`config.mk`:
```
export PLATFORM = sky130hd
export DESIGN_NAME = rtu_slave_framer
export DESIGN_NICKNAME = d
export VERILOG_FILES = /design/src/rtu_slave_framer.v
export VERILOG_INCLUDE_DIRS = /design/src /design/src/src
export SDC_FILE = /design/constraint.sdc
export NUM_CORES = 1
export LEC_CHECK = 0
export ABC_AREA = 0
export BUFFER_PORTS_ARGS = -buffer_cell sky130_fd_sc_hd__clkbuf_2
export CORE_MARGIN = 8
export CORE_UTILIZATION = 33
export DETAILED_ROUTE_END_ITERATION = 10
export REMOVE_ABC_BUFFERS = 1
export SLEW_MARGIN = 30
export SYNTH_ARGS = -nofsm -noshare
export SYNTH_HDL_FRONTEND = slang
export SYNTH_SLANG_ARGS = --single-unit
```
`constraint.sdc`:
```
create_clock -name i_core_clk -period 8.34 [get_ports i_core_clk]
set_clock_uncertainty 0.15 [all_clocks]
set_input_delay 1.668 -clock i_core_clk [delete_from_list [all_inputs] [get_ports i_core_clk]]
set_output_delay 1.668 -clock i_core_clk [all_outputs]
set_load 0.005 [all_outputs]
```
`src/rtu_framer_regs.vh`:
```
// Purpose: Shared constants of the RTU slave framer
// Assumes: One 100 MHz core clock
// Notes:   Definitions only
`ifndef RTU_FRAMER_REGS_VH
`define RTU_FRAMER_REGS_VH

// ==========================================================================
// Clock and character timing
`define CLK_HZ          100000000
`define BAUD_DEFAULT    9600
`define CHAR_BITS_DEF   11
// Gap lengths in tenths of a character time
`define GAP_ABORT_X10   15
`define GAP_END_X10     35

// ==========================================================================
// Checksum
`define CRC_INIT        16'hffff
`define CRC_POLY        16'ha001

// ==========================================================================
// Addresses and function codes
`define ADDR_BCAST      8'h00
`define ADDR_MIN        8'h01
`define ADDR_MAX        8'hf7
`define FUNC_READ       8'h03
`define FUNC_WRITE      8'h06
`define FUNC_FAULT_FLAG 8'h80
`define EXC_BAD_FUNC    8'h01
`define EXC_BAD_VALUE   8'h03
`define MAX_WORDS       5'h10
`define REQ_LEN         4'h8
`define REQ_TOO_LONG    4'h9

// ==========================================================================
// Reply kinds
`define REP_READ        2'h0
`define REP_WRITE       2'h1
`define REP_FAULT       2'h2
// Reply lengths without data words
`define LEN_READ_BASE   6'h05
`define LEN_WRITE       6'h08
`define LEN_FAULT       6'h05

// ==========================================================================
// Controller states
`define ST_LISTEN       2'h0
`define ST_ACCESS       2'h1
`define ST_SEND         2'h2
`define ST_DRAIN        2'h3

`endif

```
`src/rtu_slave_framer.v`:
```
// Purpose: RTU slave framing, request decode, reply build with checksum
// Assumes: Byte UART on the same clock; driver enable controls the bus
// Notes:   Only read words and write one word are served
`timescale 1ns/1ps
`include "rtu_framer_regs.vh"

module rtu_slave_framer #(
  parameter integer BAUD      = `BAUD_DEFAULT,
  parameter integer CHAR_BITS = `CHAR_BITS_DEF,
  parameter integer CHAR_CYC  = (`CLK_HZ / BAUD) * CHAR_BITS,
  parameter integer T15_CYC   = (CHAR_CYC * `GAP_ABORT_X10) / 10,
  parameter integer T35_CYC   = (CHAR_CYC * `GAP_END_X10 + 9) / 10,
  parameter integer GAP_W     = 22
) (
  input  wire        i_core_clk,
  input  wire        i_rst,
  input  wire [7:0]  i_own_addr,
  input  wire        i_rx_valid,
  input  wire [7:0]  i_rx_data,
  input  wire        i_tx_ready,
  input  wire        i_tx_idle,
  input  wire        i_acc_ack,
  input  wire [15:0] i_acc_rdata,
  output reg         o_tx_valid,
  output reg  [7:0]  o_tx_data,
  output reg         o_tx_en,
  output reg         o_acc_req,
  output reg         o_acc_write,
  output reg  [15:0] o_acc_addr,
  output reg  [15:0] o_acc_wdata,
  output reg         o_frame_ok,
  output reg         o_crc_err,
  output reg         o_abort,
  output reg         o_busy
);

  // ========================================================================
  // Timing limits at counter width
  localparam [GAP_W-1:0] T15 = T15_CYC[GAP_W-1:0];
  localparam [GAP_W-1:0] T35 = T35_CYC[GAP_W-1:0];
  localparam [GAP_W-1:0] GAP_MAX = {GAP_W{1'b1}};

  // ========================================================================
  // Checksum step
  function [15:0] crc_byte;
    input [15:0] c;
    input [7:0]  b;
    integer      i;
    reg   [15:0] r;
    begin
      r = c ^ {8'h00, b};
      for (i = 0; i < 8; i = i + 1) begin
        if (r[0]) begin
          r = (r >> 1) ^ `CRC_POLY;
        end else begin
          r = r >> 1;
        end
      end
      crc_byte = r;
    end
  endfunction

  // ========================================================================
  // State
  reg [1:0]       state;
  reg [GAP_W-1:0] gap;
  reg             synced;
  reg             in_frame;
  reg [3:0]       rx_cnt;
  reg [7:0]       rx_buf [0:7];
  reg [15:0]      rx_crc;
  reg [15:0]      crc_body;
  reg             is_bcast;
  reg [1:0]       rep_kind;
  reg [7:0]       exc_code;
  reg [4:0]       n_words;
  reg [4:0]       word_idx;
  reg [5:0]       tx_idx;
  reg [5:0]       tx_len;
  reg [15:0]      tx_crc;

  // ========================================================================
  // Request decode of the held frame
  wire [15:0] rx_start  = {rx_buf[2], rx_buf[3]};
  wire [15:0] rx_value  = {rx_buf[4], rx_buf[5]};
  wire [15:0] rx_sum    = {rx_buf[7], rx_buf[6]};
  wire        own_ok    = (i_own_addr >= `ADDR_MIN) && (i_own_addr <= `ADDR_MAX);
  wire        addr_me   = own_ok && (rx_buf[0] == i_own_addr);
  wire        addr_all  = (rx_buf[0] == `ADDR_BCAST);
  wire        sum_ok    = (rx_cnt == `REQ_LEN) && (crc_body == rx_sum);
  wire        cnt_ok    = (rx_value != 16'h0000) &&
                          (rx_value <= {11'h000, `MAX_WORDS});
  wire        frame_end = in_frame && (gap >= T35);
  wire        rx_take   = i_rx_valid && (state == `ST_LISTEN);
  wire        tx_fire   = o_tx_valid && i_tx_ready;

  // ========================================================================
  // Read word store; one slot per word keeps the write side free of a wide mux
  wire         word_wr  = (state == `ST_ACCESS) && i_acc_ack && !o_acc_write;
  wire [15:0]  word_hit = 16'h0001 << word_idx[3:0];
  wire [255:0] word_flat;

  genvar gi;
  generate
    for (gi = 0; gi < 16; gi = gi + 1) begin : g_word
      reg [15:0] slot;
      always @(posedge i_core_clk) begin
        if (i_rst) begin
          slot <= 16'h0000;
        end else if (word_wr && word_hit[gi]) begin
          slot <= i_acc_rdata;
        end
      end
      assign word_flat[gi*16 +: 16] = slot;
    end
  endgenerate

  // ========================================================================
  // Next reply byte, chosen for index tx_idx + 1
  reg [5:0]  next_idx;
  reg [5:0]  word_off;
  reg [15:0] next_tx_crc;
  reg [15:0] word_sel;
  reg [7:0]  next_byte;

  always @* begin
    next_idx    = tx_idx + 6'h01;
    word_off    = next_idx - 6'h03;
    next_tx_crc = crc_byte(tx_crc, o_tx_data);
    word_sel    = word_flat[{word_off[4:1], 4'h0} +: 16];
    next_byte   = 8'h00;
    if (next_idx == tx_len - 6'h02) begin
      next_byte = next_tx_crc[7:0];
    end else if (next_idx == tx_len - 6'h01) begin
      next_byte = tx_crc[15:8];
    end else if (next_idx == 6'h01) begin
      next_byte = (rep_kind == `REP_FAULT) ? (rx_buf[1] | `FUNC_FAULT_FLAG)
                                           : rx_buf[1];
    end else if (rep_kind == `REP_FAULT) begin
      next_byte = exc_code;
    end else if (rep_kind == `REP_WRITE) begin
      next_byte = rx_buf[next_idx[2:0]];
    end else if (next_idx == 6'h02) begin
      next_byte = {2'b00, n_words, 1'b0};
    end else begin
      next_byte = word_off[0] ? word_sel[7:0] : word_sel[15:8];
    end
  end

  // ========================================================================
  // Receive, decode, access and send
  always @(posedge i_core_clk) begin
    if (i_rst) begin
      state       <= `ST_LISTEN;
      gap         <= {GAP_W{1'b0}};
      synced      <= 1'b0;
      in_frame    <= 1'b0;
      rx_cnt      <= 4'h0;
      rx_crc      <= `CRC_INIT;
      crc_body    <= `CRC_INIT;
      is_bcast    <= 1'b0;
      rep_kind    <= `REP_READ;
      exc_code    <= 8'h00;
      n_words     <= 5'h00;
      word_idx    <= 5'h00;
      tx_idx      <= 6'h00;
      tx_len      <= 6'h00;
      tx_crc      <= `CRC_INIT;
      o_tx_valid  <= 1'b0;
      o_tx_data   <= 8'h00;
      o_tx_en     <= 1'b0;
      o_acc_req   <= 1'b0;
      o_acc_write <= 1'b0;
      o_acc_addr  <= 16'h0000;
      o_acc_wdata <= 16'h0000;
      o_frame_ok  <= 1'b0;
      o_crc_err   <= 1'b0;
      o_abort     <= 1'b0;
      o_busy      <= 1'b0;
    end else begin
      o_frame_ok <= 1'b0;
      o_crc_err  <= 1'b0;
      o_abort    <= 1'b0;
      // Gap timer restarts on every byte taken while listening and saturates
      if (rx_take) begin
        gap <= {GAP_W{1'b0}};
      end else if (gap != GAP_MAX) begin
        gap <= gap + {{(GAP_W-1){1'b0}}, 1'b1};
      end
      if (gap >= T35) begin
        synced <= 1'b1;
      end
      case (state)
        `ST_LISTEN: begin
          if (rx_take) begin
            // Bytes before the first full idle are line noise
            if (!synced) begin
              in_frame <= 1'b0;
            end else if (!in_frame || gap > T15) begin
              o_abort   <= in_frame;
              in_frame  <= 1'b1;
              rx_buf[0] <= i_rx_data;
              rx_cnt    <= 4'h1;
              rx_crc    <= crc_byte(`CRC_INIT, i_rx_data);
            end else begin
              // Short gaps keep extending; overlength fails the check
              if (rx_cnt < `REQ_LEN) begin
                rx_buf[rx_cnt[2:0]] <= i_rx_data;
              end
              if (rx_cnt < `REQ_TOO_LONG) begin
                rx_cnt <= rx_cnt + 4'h1;
              end
              if (rx_cnt == 4'h5) begin
                crc_body <= crc_byte(rx_crc, i_rx_data);
              end
              rx_crc <= crc_byte(rx_crc, i_rx_data);
            end
          end else if (frame_end) begin
            in_frame <= 1'b0;
            is_bcast <= addr_all;
            exc_code <= 8'h00;
            if (!sum_ok) begin
              o_crc_err <= 1'b1;
            end else if (addr_me || addr_all) begin
              o_frame_ok  <= 1'b1;
              o_busy      <= 1'b1;
              o_acc_addr  <= rx_start;
              o_acc_wdata <= rx_value;
              word_idx    <= 5'h00;
              n_words     <= rx_value[4:0];
              if (rx_buf[1] == `FUNC_WRITE) begin
                o_acc_req   <= 1'b1;
                o_acc_write <= 1'b1;
                rep_kind    <= `REP_WRITE;
                state       <= `ST_ACCESS;
              end else if (rx_buf[1] == `FUNC_READ && cnt_ok && addr_me) begin
                o_acc_req   <= 1'b1;
                o_acc_write <= 1'b0;
                rep_kind    <= `REP_READ;
                state       <= `ST_ACCESS;
              end else if (addr_me) begin
                // Line has been idle 3.5 characters already
                rep_kind    <= `REP_FAULT;
                exc_code    <= (rx_buf[1] == `FUNC_READ) ? `EXC_BAD_VALUE
                                                          : `EXC_BAD_FUNC;
                tx_len      <= `LEN_FAULT;
                tx_idx      <= 6'h00;
                tx_crc      <= `CRC_INIT;
                o_tx_data   <= rx_buf[0];
                o_tx_valid  <= 1'b1;
                o_tx_en     <= 1'b1;
                state       <= `ST_SEND;
              end else begin
                // Broadcast of anything but a write has nothing to carry out
                o_busy <= 1'b0;
              end
            end
          end
        end
        `ST_ACCESS: begin
          if (i_acc_ack) begin
            if (o_acc_write) begin
              o_acc_req <= 1'b0;
            end else begin
              word_idx                <= word_idx + 5'h01;
              o_acc_addr              <= o_acc_addr + 16'h0001;
              if (word_idx + 5'h01 == n_words) begin
                o_acc_req <= 1'b0;
              end
            end
            if (o_acc_write || word_idx + 5'h01 == n_words) begin
              if (is_bcast) begin
                o_busy <= 1'b0;
                state  <= `ST_LISTEN;
              end else begin
                tx_len     <= o_acc_write ? `LEN_WRITE
                                          : `LEN_READ_BASE + {n_words, 1'b0};
                tx_idx     <= 6'h00;
                tx_crc     <= `CRC_INIT;
                o_tx_data  <= rx_buf[0];
                o_tx_valid <= 1'b1;
                o_tx_en    <= 1'b1;
                state      <= `ST_SEND;
              end
            end
          end
        end
        `ST_SEND: begin
          if (tx_fire) begin
            if (tx_idx < tx_len - 6'h02) begin
              tx_crc <= next_tx_crc;
            end
            if (tx_idx == tx_len - 6'h01) begin
              o_tx_valid <= 1'b0;
              state      <= `ST_DRAIN;
            end else begin
              // Next byte ready at once, so no gap opens
              tx_idx    <= next_idx;
              o_tx_data <= next_byte;
            end
          end
        end
        `ST_DRAIN: begin
          // Hold the driver until the last stop bit leaves
          if (i_tx_idle) begin
            o_tx_en  <= 1'b0;
            o_busy   <= 1'b0;
            in_frame <= 1'b0;
            gap      <= {GAP_W{1'b0}};
            state    <= `ST_LISTEN;
          end
        end
        default: begin
          state <= `ST_LISTEN;
        end
      endcase
    end
  end

endmodule // rtu_slave_framer

```
# Word-level counts from Yosys, hierarchy flattened

Memories as Yosys holds them, arrays and structs flattened.
Index checks and enable logic that the tools add are counted.

Output and inout port bits: 48
Memory bits (writable): 64
Word-level logic and storage cells: 511
Input port bits: 38
Flip-flop bits (word level): 415
Memories kept: 1

Memory list:

| name   | words | bits a word | rd ports | clocked after memory_dff | write ports | line                  | source |
|---|---|---|---|---|---|---|---|
| rx_buf | 8     | 8           | 9        | 0                        | 1           | rtu_slave_framer.v:70 | `reg [7:0] rx_buf [0:7];` |

Muxes and demuxes: 306
Equal/unequal tests: 40
$add $sub $neg: 9
Shifts and indexed selects: 2
$lt $le $gt $ge: 8
Bitwise logic cells: 40
Reductions and logical operators: 63

Operator list:

| kind                                                                 | count |
|---|---|
| 2-to-1 mux 16 bit                                                    | 162 |
| indexed part select 256 x 9 -> 16 bit                                | 1 |
| 2-to-1 mux 8 bit                                                     | 21 |
| 2-to-1 mux 6 bit                                                     | 23 |
| inverter 2 -> 3 bit                                                  | 31 |
| 2-to-1 mux 22 bit                                                    | 4 |
| 2-to-1 mux 1 bit                                                     | 54 |
| case mux 16 bit (3 select lines)                                     | 1 |
| 2-to-1 mux 2 bit                                                     | 21 |
| AND reduction 13 bit                                                 | 3 |
| case mux 16 bit (2 select lines)                                     | 1 |
| bitwise XOR 16 x 8 -> 16 bit                                         | 2 |
| 2-to-1 mux 5 bit                                                     | 6 |
| inequality test 2 bit (second input constant)                        | 15 |
| logical AND 1 bit                                                    | 27 |
| case mux 8 bit (3 select lines)                                      | 1 |
| adder 22 x 1 -> 22 bit (second input constant)                       | 1 |
| greater-or-equal comparator 22 x 19 -> 1 bit (second input constant) | 1 |
| > comparator 22 x 18 -> 1 bit (second input constant)                | 1 |
| inequality test 22 bit (second input constant)                       | 1 |
| == test 6 bit                                                        | 3 |
| case mux 6 bit (3 select lines)                                      | 1 |
| adder 16 x 1 -> 16 bit (second input constant)                       | 1 |
| == test 16 bit                                                       | 1 |
| 58 further kinds                                                     | 85 |

# Depth between registers and ports, before layout

Depth after elaboration: 59
Mapped depth: 16
Depth with buffers taken out: 11

# Worst setup path after synthesis

No wires, ideal clock.

Kind: input -> register
Start point: input i_own_addr[7]
End point: register tx_crc[6]
Slack: 4.306 ns
Library setup time: 0.120 ns
Path buffers: 2
Stages: 11
Arrival time: 3.764 ns
Required time: 8.070 ns
Cells stage by stage: or4_1 nor4_1 or4_1 buf_2 a21oi_2 a31oi_2 inv_2 o21ai_4 buf_2 a21oi_1 a211o_1

Word-level cells in the longest chain between the ends: 6
Elaborated cells between the ends (all ways): 11
Those cells by class: 2 x order compare; 4 x eq/ne; 5 x reduce/logical

RTL lines:

| what                                                                                        | line                                           | source |
|---|---|---|
| from (decl)                                                                                 | rtu_slave_framer.v:17                          | `input wire [7:0] i_own_addr,` |
| greater-or-equal comparator 8 x 1 -> 1 bit (no line) or <= comparator 8 bit (tied branches) | --                                             |  |
| logical AND 1 bit                                                                           | rtu_slave_framer.v:87                          | `` wire own_ok = (i_own_addr >= `ADDR_MIN) && (i_own_addr <= `ADDR_MAX); `` |
| logical AND 1 bit *                                                                         | rtu_slave_framer.v:88                          | `wire addr_me = own_ok && (rx_buf[0] == i_own_addr);` |
| logical AND 1 bit or logical OR 1 bit (tied branches)                                       | rtu_slave_framer.v:236, rtu_slave_framer.v:224 |  |
| inequality test 2 bit (no line) or inequality test 2 x 1 -> 1 bit (tied branches)           | --                                             |  |
| AND reduction 13 bit (no line) *                                                            | --                                             |  |
| to (signal assigned)                                                                        | rtu_slave_framer.v:248                         | `` tx_crc <= `CRC_INIT; `` |
| to (signal assigned)                                                                        | rtu_slave_framer.v:279                         | `` tx_crc <= `CRC_INIT; `` |
| to (signal assigned)                                                                        | rtu_slave_framer.v:291                         | `tx_crc <= next_tx_crc;` |
| to (decl)                                                                                   | rtu_slave_framer.v:80                          | `reg [15:0] tx_crc;` |

Every way passes the cells marked *; elsewhere a longest branch is shown, timed or not.
A chain may end at the register's enable or synchronous reset.

# Worst setup path in the final report

Start point: register tx_idx[0]
End point: register o_tx_data[1]

Word-level cells in the longest chain between the ends: 13
Elaborated cells between the ends (all ways): 21
Those cells by class: 2 x add/sub; 6 x eq/ne; 1 x shift; 10 x mux; 1 x reduce/logical; 1 x memory

RTL lines:

| what                                  | line                   | source |
|---|---|---|
| from (decl)                           | rtu_slave_framer.v:78  | `reg [5:0] tx_idx;` |
| from (signal assigned)                | rtu_slave_framer.v:298 | `tx_idx <= next_idx;` |
| adder 6 x 1 -> 6 bit                  | rtu_slave_framer.v:127 | `next_idx = tx_idx + 6'h01;` |
| subtractor 5 x 2 -> 5 bit             | rtu_slave_framer.v:128 | `word_off = next_idx - 6'h03;` |
| indexed part select 256 x 9 -> 16 bit | rtu_slave_framer.v:130 | `word_sel = word_flat[{word_off[4:1], 4'h0} +: 16];` |
| 2-to-1 mux 8 bit                      | rtu_slave_framer.v:146 | `next_byte = word_off[0] ? word_sel[7:0] : word_sel[15:8];` |
| 2-to-1 mux 8 bit                      | rtu_slave_framer.v:143 | `end else if (next_idx == 6'h02) begin` |
| 2-to-1 mux 8 bit                      | rtu_slave_framer.v:141 | `` end else if (rep_kind == `REP_WRITE) begin `` |
| 2-to-1 mux 8 bit                      | rtu_slave_framer.v:139 | `` end else if (rep_kind == `REP_FAULT) begin `` |
| 2-to-1 mux 8 bit                      | rtu_slave_framer.v:136 | `end else if (next_idx == 6'h01) begin` |
| 2-to-1 mux 8 bit                      | rtu_slave_framer.v:134 | `end else if (next_idx == tx_len - 6'h01) begin` |
| 2-to-1 mux 8 bit                      | rtu_slave_framer.v:132 | `if (next_idx == tx_len - 6'h02) begin` |
| 2-to-1 mux 8 bit                      | rtu_slave_framer.v:293 | `if (tx_idx == tx_len - 6'h01) begin` |
| 2-to-1 mux 8 bit                      | rtu_slave_framer.v:289 | `if (tx_fire) begin` |
| case mux 8 bit (3 select lines)       | rtu_slave_framer.v:193 | `case (state)` |
| to (signal assigned)                  | rtu_slave_framer.v:249 | `o_tx_data <= rx_buf[0];` |
| to (signal assigned)                  | rtu_slave_framer.v:280 | `o_tx_data <= rx_buf[0];` |
| to (signal assigned)                  | rtu_slave_framer.v:299 | `o_tx_data <= next_byte;` |
| to (decl)                             | rtu_slave_framer.v:25  | `output reg [7:0] o_tx_data,` |

Several ways; a longest one is shown, not always the timed one. The select of a mux whose other input is x is not followed.

==> impl_metrics.ini <==
[logic_synthesis]
synth_edf_count = 64
synthArstFlopShare_pct = 0
synth_area_um2 = 22800
synth_top_area_share_pct = 35.5
synth_cell_types = 87
syn_inst = 2635
synth_top_area_cell = dfxtp_1
yosysMostFrequentCell = nand2_1
ys_warn_count = 0
synth_commonest_cells = nand2_1 (583), dfxtp_1 (404), a21oi_1 (320), clkbuf_1 (165), nor2_1 (164)
ys_seq_area_share_pct = 44.0
ys.flop_type = dfxtp_1
synthTopCellsByArea = dfxtp_1 (36%), nand2_1 (9.6%), edfxtp_1 (8.4%)
avgSynthCellArea_um2 = 8.63
ys_ff_latch = 468

[die]
design.portCount = 86
core_um2 = 68500
dieWidth_um = 279
rows = 96
start_util_pct = 33.2
dieHeight_um = 279
die_area_um2 = 77600

[sta]
fin_crit_sh_pct = 65.6
final.min_clock_period_ps = 5470
finalHoldViolations = 0
fin_setup_tns_ps = 0
setup_viol = 0
slew_viol_final = 0
rsz0062_at_grt = no
fmax_mhz = 183
maxSlewHeadroom_pct = 28.2
worst_slew_pin_slew_ps = 1080

[layout]
drive_gt1_share_pct = 10.5
fin_cells = 3505
synthToLayoutAreaGrowth_pct = 11.1
nets = 2649
finish.instance_area_um2 = 25300

[pwr]
seq_power_share_pct = 49.4
p_clk_share_pct = 47.9
swShare_pct = 21.9
power_frac_comb_pct = 2.6
p_leak_nw = 8.46
finalPower_mw = 4.62
power.switching_mw = 1.01
cell_internal_pwr_mw = 3.61
powerDensity_nw_per_um2 = 183
peakVddDrop_v = 0.000137

[clock_tree]
cts_tree = yes
clkTransAtPathRegs_ps = 60
post_cts_buffers = 0
clockBufferDepth = 3
cts-root-buf = clkbuf_16
htreeDepth = 2
clock-sinks = 468
clk_latency_ps = 590
cts_resized = 0
holdBufCountCts = 0
cts_buffers = 50

[setup_path]
crit_required_ps = 8650
path_class = flip-flop to flip-flop
cp-start-kind = flip-flop
critPathArrivalTime_ps = 5780
cp_max_fo = 46
endpoint_kind = flip-flop

[route]
via_per_inst = 5.46
dr.pass1.iters = 5
wl_per_cell_um = 20.7
ant_nets = 0
routed_wirelength_mm = 72.4
vias = 19100
drtIter0Drc = 1943
drc_errors = 0

[global_routing]
grt_pass1_vias = 18300
grt_max_degree = 222
antenna_found_initial = 2
track_usage_pct = 18.1
grt_pass1_wl_mm = 112
gr-total-overflow = 0

[place]
gp_congestion = 0.875
dp.cells = 3414
dpl.hpwl_mm = 47.3
numPortBuffers = 85
dpl_cell_area_um2 = 23600

[run]
cap_violations = 0

[run_status]
outcome = complete, no violations

[worst_hold_path]
hp-class = flip-flop to flip-flop
power groups by stage:
stage	registers, mW	logic [mW]	clock network [mW]
after detailed placement	2.33	0.118	0
after global placement	2.33	0.118	0
after global routing	2.28	0.130	2.35
after floorplan	2.33	0.0393	0
after CTS	2.28	0.119	2.25
final	2.28	0.120	2.21
kinds of logic (layout without fill, tap and decap cells):
group	Yosys count	in the layout	synth area share, %
AND/OR/NAND/NOR	1076	1076	20.9
AO/OA/AOI/OAI	570	570	15.5
flip-flops	468	468	44.0
buffers and inverters	241	228	4.38
XOR/XNOR	147	147	5.94
multiplexers	108	108	7.89
adder cells (fa/ha/maj)	25	25	1.37
other	0	1	0
flip-flops by register name, summed over array words and instances, names as in the netlist, 2 cells and up:
| signal | count |
|---|---|
| g_word.slot | 256 |
| rx_buf | 64 |
| gap | 22 |
| crc_body | 16 |
| o_acc_addr | 16 |
| o_acc_wdata | 16 |
| rx_crc | 16 |
| tx_crc | 16 |
| o_tx_data | 8 |
| tx_idx | 6 |
| tx_len | 6 |
| word_idx | 5 |
| rx_cnt | 4 |
| exc_code | 2 |
| rep_kind | 2 |
| state | 2 |
cell usage in the layout, fill, tap and decap left out, drive strengths merged, types with 25 or more instances in the layout:
master  netlist  final
nand2       584    584
dfxtp       404    404
a21oi       322    322
nor2        165    165
clkbuf      165    158
nand3       104    104
xnor2        88     88
edfxtp       64     64
xor2         59     59
mux4         54     54
and3         52     52
nor3         50     50
a211oi       48     48
o21ai        46     46
mux2i        45     45
inv          32     32
ha           25     25
final timing paths:
kind,start,end,slack (ps),depth (start not counted)
setup reg to reg,tx_idx[0],o_tx_data[1],2870,13
setup / recovery,tx_idx[0],o_tx_data[1],2870,13
hold / removal,g_word[0].slot[6],g_word[0].slot[6],300,2
hold reg to reg,g_word[0].slot[6],g_word[0].slot[6],300,2
area by class of cell:
cell class                      count  area [um2]
Fill cell                        6978       43200
Multi-Input combinational cell   1926       11800
Sequential cell                   468       10000
Clock buffer                       74        1450
Tap cell                          882        1100
Timing Repair Buffer              108         644
Clock inverter                     14         158
Inverter                           32         120
Antenna cell                        1        2.50
per-stage QoR:
stage	util, %	setup slack [ps]	hold slack, ps
floorplan	-	3020	275
detailed placement	34.5	2990	292
finish	36.9	2870	300
global placement	34.5	3020	288
CTS	36.9	2970	301
global route	36.9	2640	312
metal layers:
layer  GRT usage (%)  vias to the layer above  share of wire, %
met4            8.42                        2               4.6
met1            23.5                     9207                42
met5               0                        -             0.017
met3            3.23                      171               7.1
met2            29.2                      669                46
li1                -                     9098                 -
worst max-delay path, cell delays in order, from the launching register on:
cell and delay (ps):
dfxtp_2 310, buf_4 450, inv_1 520, ha_1 1070
inv_1 140, a21oi_2 320, or3_1 160, buf_4 330
nand2_4 420, mux4_2 420, a22o_1 210, o22ai_1 360
a311oi_1 160, o31a_1 290
Note: power is estimated with default switching activity, not from simulation.
